<file path="src/design/agr_pkg.sv">
// Package: register map, field layout and decode constants of the gain and rate control block
package agr_pkg;
	localparam int ADDR_W = 4;
	localparam int DATA_W = 8;
	localparam logic [ADDR_W-1:0] ADDR_MONITOR_MUX_CONTROL = 4'h2;
	localparam logic [ADDR_W-1:0] ADDR_GAIN_RATE_CONTROL = 4'h3;
	localparam int CLK_FLAG_BIT = 7;
	localparam int MON_SEL_MSB = 2;
	localparam int MON_SEL_LSB = 0;
	localparam int GAIN_MSB = 6;
	localparam int GAIN_LSB = 4;
	localparam int RATE_MSB = 3;
	localparam int RATE_LSB = 0;
	localparam logic [2:0] MON_SEL_RESET = 3'h0;
	localparam logic [2:0] GAIN_RESET = 3'h0;
	localparam logic [3:0] RATE_RESET = 4'h0;
	localparam logic [DATA_W-1:0] UNMAPPED_READ = 8'h00;
	localparam logic [2:0] MON_NORMAL = 3'h0;
	localparam logic [2:0] MON_OFFSET = 3'h1;
	localparam logic [2:0] MON_GAIN_REF = 3'h2;
	localparam logic [2:0] MON_TEMP = 3'h3;
	localparam logic [2:0] GAIN_UNITY = 3'h0;
	localparam logic [3:0] RATE_LAST_LISTED = 4'h8;
	localparam int ROUTE_W = 4;
	localparam logic [ROUTE_W-1:0] ROUTE_NORMAL = 4'h1;
	localparam logic [ROUTE_W-1:0] ROUTE_OFFSET = 4'h2;
	localparam logic [ROUTE_W-1:0] ROUTE_GAIN_REF = 4'h4;
	localparam logic [ROUTE_W-1:0] ROUTE_TEMP = 4'h8;
	localparam logic [ROUTE_W-1:0] ROUTE_OPEN = 4'h0;
	localparam int SPS_W = 11;
	localparam logic [SPS_W-1:0] SPS_MAX = 11'h7D0;
	localparam logic [SPS_W-1:0] SPS_MIN = 11'h005;
	typedef logic [SPS_W-1:0] agr_sps_t;

	// Samples per second for one rate code
	function automatic agr_sps_t agr_rate_sps(input logic [3:0] code);
		case (code)
			4'h0: agr_rate_sps = 11'h005;
			4'h1: agr_rate_sps = 11'h00A;
			4'h2: agr_rate_sps = 11'h014;
			4'h3: agr_rate_sps = 11'h028;
			4'h4: agr_rate_sps = 11'h050;
			4'h5: agr_rate_sps = 11'h0A0;
			4'h6: agr_rate_sps = 11'h140;
			4'h7: agr_rate_sps = 11'h280;
			4'h8: agr_rate_sps = 11'h3E8;
			default: agr_rate_sps = SPS_MAX;
		endcase
	endfunction

	// Gain multiplier for one gain code
	function automatic logic [7:0] agr_gain_factor(input logic [2:0] code);
		agr_gain_factor = 8'h01 << code;
	endfunction
endpackage

</file>
<file path="src/design/agr_dec_if.sv">
// Interface: settings to the decoder and decoded path, gain and rate back
`timescale 1ns/1ps
interface agr_dec_if;
	logic [2:0] monitor_select;
	logic [2:0] amp_gain_code;
	logic [3:0] output_rate_code;
	logic [agr_pkg::ROUTE_W-1:0] route;
	logic bias_block;
	logic [2:0] eff_gain_code;
	logic [7:0] gain_factor;
	logic [agr_pkg::SPS_W-1:0] rate_sps;
	modport ctrl (output monitor_select, output amp_gain_code, output output_rate_code,
		input route, input bias_block, input eff_gain_code, input gain_factor, input rate_sps);
	modport dec (input monitor_select, input amp_gain_code, input output_rate_code,
		output route, output bias_block, output eff_gain_code, output gain_factor, output rate_sps);
endinterface

</file>
<file path="src/design/agr_decode.sv">
// Decoder: monitor path, effective gain and output rate from register settings
`timescale 1ns/1ps
module agr_decode (
	agr_dec_if.dec d
);
	import agr_pkg::*;

	always_comb begin
		case (d.monitor_select)
			MON_NORMAL: d.route = ROUTE_NORMAL;
			MON_OFFSET: d.route = ROUTE_OFFSET;
			MON_GAIN_REF: d.route = ROUTE_GAIN_REF;
			MON_TEMP: d.route = ROUTE_TEMP;
			// Undefined codes leave every path open rather than guess one
			default: d.route = ROUTE_OPEN;
		endcase
		d.bias_block = (d.monitor_select != MON_NORMAL);
		if (d.monitor_select == MON_GAIN_REF || d.monitor_select == MON_TEMP) begin
			d.eff_gain_code = GAIN_UNITY;
		end else begin
			d.eff_gain_code = d.amp_gain_code;
		end
		d.gain_factor = agr_gain_factor(d.eff_gain_code);
		d.rate_sps = agr_rate_sps(d.output_rate_code);
	end
endmodule

</file>
<file path="src/design/agr_control.sv">
// Top: monitor mux and gain/rate control registers with decoded outputs
// Function
// - Bit 7 of the monitor mux control register reads 0 for internal oscillator and 1 for external clock.
// - Bits 2:0 of the monitor mux control register are a read/write monitor select resetting to zero.
// - Monitor select 000 routes the external analog inputs to the converter and is the default.
// - Monitor select 001 disconnects the inputs and ties both converter inputs to mid-supply.
// - Monitor select 010 connects the converter inputs to the voltage reference for gain calibration.
// - Monitor select 011 connects the converter inputs to the temperature diode.
// - Any nonzero monitor select overrides the input bias enables so they have no effect.
// - Codes 010 and 011 force unity gain, codes 000 and 001 use the stored gain code.
// - Gain code in bits 6:4 selects gains 1 to 128 in powers of two, default 000.
// - Rate code in bits 3:0 selects 5 to 1000 samples per second for codes 0000 to 1000, default 0000.
// - Rate codes 1001 to 1111 all select 2000 samples per second.
// - The gain and rate control register sits at 03h and resets to 00h.
`timescale 1ns/1ps
module agr_control (
	input wire logic mclk_in,
	input wire logic reset_n_in,
	input wire logic reg_wr_in,
	input wire logic reg_rd_in,
	input wire logic [agr_pkg::ADDR_W-1:0] reg_addr_in,
	input wire logic [agr_pkg::DATA_W-1:0] reg_wdata_in,
	input wire logic ext_clock_in,
	input wire logic [1:0] input_bias_enable_in,
	output logic [agr_pkg::DATA_W-1:0] reg_rdata_out,
	output logic reg_rvalid_out,
	output logic [agr_pkg::ROUTE_W-1:0] route_out,
	output logic [1:0] bias_en_out,
	output logic [2:0] amp_gain_code_out,
	output logic [7:0] gain_factor_out,
	output logic [agr_pkg::SPS_W-1:0] rate_sps_out
);
	import agr_pkg::*;

	logic clock_source_flag_reg;
	logic clock_source_flag_next;
	logic [2:0] monitor_select_reg;
	logic [2:0] monitor_select_next;
	logic [2:0] amp_gain_code_reg;
	logic [2:0] amp_gain_code_next;
	logic [3:0] output_rate_code_reg;
	logic [3:0] output_rate_code_next;
	logic [DATA_W-1:0] rdata_reg;
	logic [DATA_W-1:0] rdata_next;
	logic rvalid_reg;
	logic rvalid_next;
	logic [ROUTE_W-1:0] route_reg;
	logic [ROUTE_W-1:0] route_next;
	logic [1:0] bias_reg;
	logic [1:0] bias_next;
	logic [2:0] gain_code_reg;
	logic [2:0] gain_code_next;
	logic [7:0] gain_factor_reg;
	logic [7:0] gain_factor_next;
	logic [SPS_W-1:0] rate_sps_reg;
	logic [SPS_W-1:0] rate_sps_next;
	logic [DATA_W-1:0] mux_view;
	logic [DATA_W-1:0] sys_view;

	agr_dec_if dec_bus ();

	assign dec_bus.monitor_select = monitor_select_reg;
	assign dec_bus.amp_gain_code = amp_gain_code_reg;
	assign dec_bus.output_rate_code = output_rate_code_reg;

	agr_decode u_decode (
		.d(dec_bus)
	);

	// Register state
	always_comb begin
		clock_source_flag_next = ext_clock_in;
		monitor_select_next = monitor_select_reg;
		amp_gain_code_next = amp_gain_code_reg;
		output_rate_code_next = output_rate_code_reg;
		// Only defined fields are kept, so reserved bits cannot latch written ones
		if (reg_wr_in && reg_addr_in == ADDR_MONITOR_MUX_CONTROL) begin
			monitor_select_next = reg_wdata_in[MON_SEL_MSB:MON_SEL_LSB];
		end
		if (reg_wr_in && reg_addr_in == ADDR_GAIN_RATE_CONTROL) begin
			amp_gain_code_next = reg_wdata_in[GAIN_MSB:GAIN_LSB];
			output_rate_code_next = reg_wdata_in[RATE_MSB:RATE_LSB];
		end
	end

	always_ff @(posedge mclk_in or negedge reset_n_in) begin
		if (!reset_n_in) begin
			clock_source_flag_reg <= 1'b0;
			monitor_select_reg <= MON_SEL_RESET;
			amp_gain_code_reg <= GAIN_RESET;
			output_rate_code_reg <= RATE_RESET;
		end else begin
			clock_source_flag_reg <= clock_source_flag_next;
			monitor_select_reg <= monitor_select_next;
			amp_gain_code_reg <= amp_gain_code_next;
			output_rate_code_reg <= output_rate_code_next;
		end
	end

	// Read port
	always_comb begin
		mux_view = '0;
		mux_view[CLK_FLAG_BIT] = clock_source_flag_reg;
		mux_view[MON_SEL_MSB:MON_SEL_LSB] = monitor_select_reg;
		sys_view = '0;
		sys_view[GAIN_MSB:GAIN_LSB] = amp_gain_code_reg;
		sys_view[RATE_MSB:RATE_LSB] = output_rate_code_reg;
		rvalid_next = reg_rd_in;
		rdata_next = rdata_reg;
		if (reg_rd_in) begin
			case (reg_addr_in)
				ADDR_MONITOR_MUX_CONTROL: rdata_next = mux_view;
				ADDR_GAIN_RATE_CONTROL: rdata_next = sys_view;
				default: rdata_next = UNMAPPED_READ;
			endcase
		end
	end

	always_ff @(posedge mclk_in or negedge reset_n_in) begin
		if (!reset_n_in) begin
			rdata_reg <= '0;
			rvalid_reg <= 1'b0;
		end else begin
			rdata_reg <= rdata_next;
			rvalid_reg <= rvalid_next;
		end
	end

	// Decoded outputs, registered so the analog controls never see decoder glitches
	always_comb begin
		route_next = dec_bus.route;
		bias_next = dec_bus.bias_block ? 2'h0 : input_bias_enable_in;
		gain_code_next = dec_bus.eff_gain_code;
		gain_factor_next = dec_bus.gain_factor;
		rate_sps_next = dec_bus.rate_sps;
	end

	always_ff @(posedge mclk_in or negedge reset_n_in) begin
		if (!reset_n_in) begin
			route_reg <= ROUTE_NORMAL;
			bias_reg <= 2'h0;
			gain_code_reg <= GAIN_RESET;
			gain_factor_reg <= 8'h01;
			rate_sps_reg <= SPS_MIN;
		end else begin
			route_reg <= route_next;
			bias_reg <= bias_next;
			gain_code_reg <= gain_code_next;
			gain_factor_reg <= gain_factor_next;
			rate_sps_reg <= rate_sps_next;
		end
	end

	assign reg_rdata_out = rdata_reg;
	assign reg_rvalid_out = rvalid_reg;
	assign route_out = route_reg;
	assign bias_en_out = bias_reg;
	assign amp_gain_code_out = gain_code_reg;
	assign gain_factor_out = gain_factor_reg;
	assign rate_sps_out = rate_sps_reg;
endmodule

</file>
<file path="config.mk">
export PLATFORM = sky130hd
export DESIGN_NAME = agr_control
export DESIGN_NICKNAME = d
export VERILOG_FILES = /design/src/design/agr_pkg.sv /design/src/design/agr_dec_if.sv /design/src/design/agr_decode.sv /design/src/design/agr_control.sv
export SDC_FILE = /design/constraint.sdc
export NUM_CORES = 1
export LEC_CHECK = 0
export BUFFER_PORTS_ARGS = -buffer_cell sky130_fd_sc_hd__buf_2
export CORE_MARGIN = 4
export CORE_UTILIZATION = 49
export CTS_BUF_LIST = sky130_fd_sc_hd__clkbuf_8 sky130_fd_sc_hd__clkbuf_16
export DETAILED_ROUTE_END_ITERATION = 16
export MAX_ROUTING_LAYER = met4
export PLACE_DENSITY = 0.77
export SLEW_MARGIN = 30
export SYNTH_ARGS = -nofsm -noshare
export SYNTH_HDL_FRONTEND = slang
export SYNTH_SLANG_ARGS = --single-unit
</file>
<file path="constraint.sdc">
create_clock -name mclk_in -period 1.2 [get_ports mclk_in]
set_input_delay 0.06 -clock mclk_in [delete_from_list [all_inputs] [get_ports mclk_in]]
set_output_delay 0.06 -clock mclk_in [all_outputs]
set_load 0.01 [all_outputs]
</file>
==> flow_metrics.py <==
metrics = {
    "synthesis": {
        "synth-seq-cells": 48,
        "synth_ff_type": "dfrtp_1",
        "syn_area_um2": 1740,
        "syn_area_per_cell_um2": 14.0,
        "ys_seq_area_share_pct": 69.2,
        "synth-async-reset-ratio_pct": 100,
        "syn-instance-count": 125,
        "synth.top_cell.area_share_pct": 63.1,
        "synth_area_leader_cell": "dfrtp_1",
        "yosysUniqueCellTypes": 29,
        "synth_nets": 144,
        "synthTopCellsByArea": "dfrtp_1, mux2_2, dfstp_2",
        "synth-edff-count": 0,
        "yosys_warnings": 0,
    },
    "critical_path": {
        "worstSetupEndpointType": "flop",
        "startpoint_type": "input pin",
        "r2r_end": "rate_sps_out[5]",
        "r2r_setup_slack_ps": 100,
        "crit_arrival_ps": 1320,
        "r2r_start": "dec_bus.output_rate_code[3]",
        "cp.required_ps": 1380,
        "worst-setup-path-type": "input pin to flop",
        "reg2reg_depth": 3,
        "crit_fanout": 7,
    },
    "power_and_ir_drop": {
        "ir_worst_vdd_uv": 1270,
        "leakagePower_nw": 1.21,
        "p_per_area_nw_per_um2": 1960,
    },
    "global_routing": {
        "grt_overflow_total": 0,
        "antenna_found_initial": 0,
        "grt_max_degree": 25,
        "grt_pass1_wl_um": 5310,
        "grt.total_usage_pct": 16.6,
        "grt_pass1_vias": 1184,
    },
    "route": {
        "ant_nets": 0,
        "drt_iter0_markers": 86,
        "routed.top_layer": "met4",
        "met1_length_um": 1320,
        "wl_um": 3350,
        "dr_wl_met2_um": 1740,
        "wl_per_cell_um": 14.0,
        "viasPerCell": 5.03,
        "num_vias": 1202,
        "wl_met3_um": 184,
        "route.detailed.drc": 0,
        "drtPass1Iterations": 4,
    },
    "run": {
        "maxCapViolCount": 0,
    },
    "clock_network": {
        "cts_tree": "yes",
        "postCtsSetupRepairBufs": 0,
        "clkLatencyLatePin_ps": 290,
        "root_buffer": "clkbuf_8",
        "clkSlewWorstSetupHoldPaths_ps": 80,
        "cts_made_buffers": 5,
        "clock-sinks": 48,
        "clockBufferDepth": 2,
        "htreeDepth": 2,
    },
    "floorplan": {
        "dieArea_um2": 4580,
        "die_height_um": 67.7,
        "die_x_um": 67.7,
        "start_util_pct": 51.5,
        "ios": 56,
        "core_um2": 3390,
        "rows": 21,
    },
    "timing": {
        "worst_slew_pin_slew_ps": 446,
        "fin_skew_ps": 6.55,
        "rsz0062_at_grt": "no",
        "drv_slew": 0,
        "max_freq_mhz": 878,
        "slew_headroom_pct": 70.3,
        "final_critical_path_setup_slack_ps": 60.7,
        "layout_min_cycle_time_ps": 1140,
        "finalSetupViolCount": 0,
        "tns_ps": 0,
        "period_share_pct": 94.9,
        "hold_violations": 0,
    },
    "place": {
        "gp_congestion": 0.745,
        "place_ws_ps": 74.0,
        "dp_hpwl_um": 2550,
        "io_buffers": 54,
    },
    "finish": {
        "n_fill_cell": 252,
        "diodes": 0,
        "layout-drive-gt1-share_pct": 44.0,
        "multiInputGateArea_um2": 478,
        "nets": 211,
        "largest_reg_flops": 11,
        "area_delta_synth_final_pct": 33.4,
        "seq_area_um2": 1210,
    },
    "min_path": {
        "hold_depth": 2,
        "min_to": "dec_bus.output_rate_code[0]",
        "hold_start": "reg_wdata_in[0]",
        "hp-class": "input pin to flop",
    },
    "run_status": {
        "status": "completed",
    },
}
[cell type report]
type | instances | area share [%]
Tap cell | 46 | 2.47
Timing Repair Buffer | 67 | 17.3
Clock buffer | 5 | 2.96
Inverter | 6 | 0.968
Clock inverter | 3 | 3.87
Multi-Input combinational cell | 64 | 20.5
Sequential cell | 48 | 51.9
[cells in the mapped netlist, drive strengths merged, types with 3 or more instances]
cell type	instances
dfrtp	44
mux2	10
nor2	7
nor3	7
inv	6
a22o	5
buf	4
dfstp	4
nand2	4
nor2b	4
a221o	3
and2	3
clkbuf	3
nand2b	3
nor3b	3
[what timing repair did]
| action | 4_1_cts | 5_1_grt |
|---|---|---|
| setup endpoints to repair | 0 | 1 |
| hold buffers | 9 | 0 |
| gates resized for setup | 0 | 1 |
| endpoints found under the hold margin | 24 | 0 |
[layout by cell type, fill, tap and decap left out, types with 2 or more instances in the layout]
cell type      count
buf_2             54
dfrtp_1           43
mux2_2            10
dlygate4sd3_1      9
nor3_1             7
inv_1              6
nor2_1             6
a22o_1             5
clkbuf_8           5
nand2_1            4
nor2b_1            4
dfstp_2            4
nand2b_1           3
and2_1             3
nor3b_1            3
a221o_1            3
bufinv_16          3
buf_4              3
a21o_1             2
o21a_1             2
a21oi_1            2
[how the worst max path moves through the flow]
| stage | startpoint | to | slack (ps) | cells after the start |
|---|---|---|---|---|
| after floorplan | dec_bus.monitor_select[2] | gain_factor_out[7] | 140 | 4 |
| after global placement | dec_bus.monitor_select[2] | gain_factor_out[7] | 140 | 4 |
| after detailed placement | dec_bus.output_rate_code[0] | rate_sps_out[5] | 70 | 3 |
| after CTS | dec_bus.output_rate_code[0] | rate_sps_out[5] | 60 | 3 |
| after global routing | dec_bus.output_rate_code[3] | rate_sps_out[5] | 20 | 3 |
| final | reg_rd_in | reg_rdata_out[1] | 60 | 4 |
[per-layer routing]
metal | vias to the layer above | global-route usage (%)
met4 | 0 | 9.87
met5 | - | -
met3 | 11 | 3.83
met2 | 40 | 27.0
li1 | 565 | -
met1 | 586 | 18.4
[report_power, final]
group / internal [W] / total (W) / leakage (nW) / switching, W
Clock: 0.00104 / 0.00154 / 0.0784 / 0.000502
Sequential: 0.00194 / 0.00217 / 0.611 / 0.000221
Combinational: 0.000419 / 0.000861 / 0.524 / 0.000442
[kinds of logic (layout without fill, tap and decap cells)]
group	after synthesis	count (layout)	synth area share, %
mux	10	10	6.46
compound gates	17	17	7.82
buf+inv	13	81	3.44
simple gates	37	37	13.1
flops	48	48	69.2
[metrics by stage]
stage	area [um^2]	std cells	power, W	hold slack (ps)	util [%]
floorplan	1740	125	0.00264	-236	-
global placement	2080	222	0.00300	13.8	61.3
detailed placement	2080	222	0.00305	23.2	61.3
CTS	2330	239	0.00461	16.2	68.6
global route	2330	239	0.00480	12.5	68.7
finish	2330	239	0.00457	24.3	68.7
[critical path, cell delays in order]
cell and delay (ps):
dlygate4sd3_1 530, buf_2 160, and4_4 210, a221o_1 350
(Power assumes the default switching activity.)
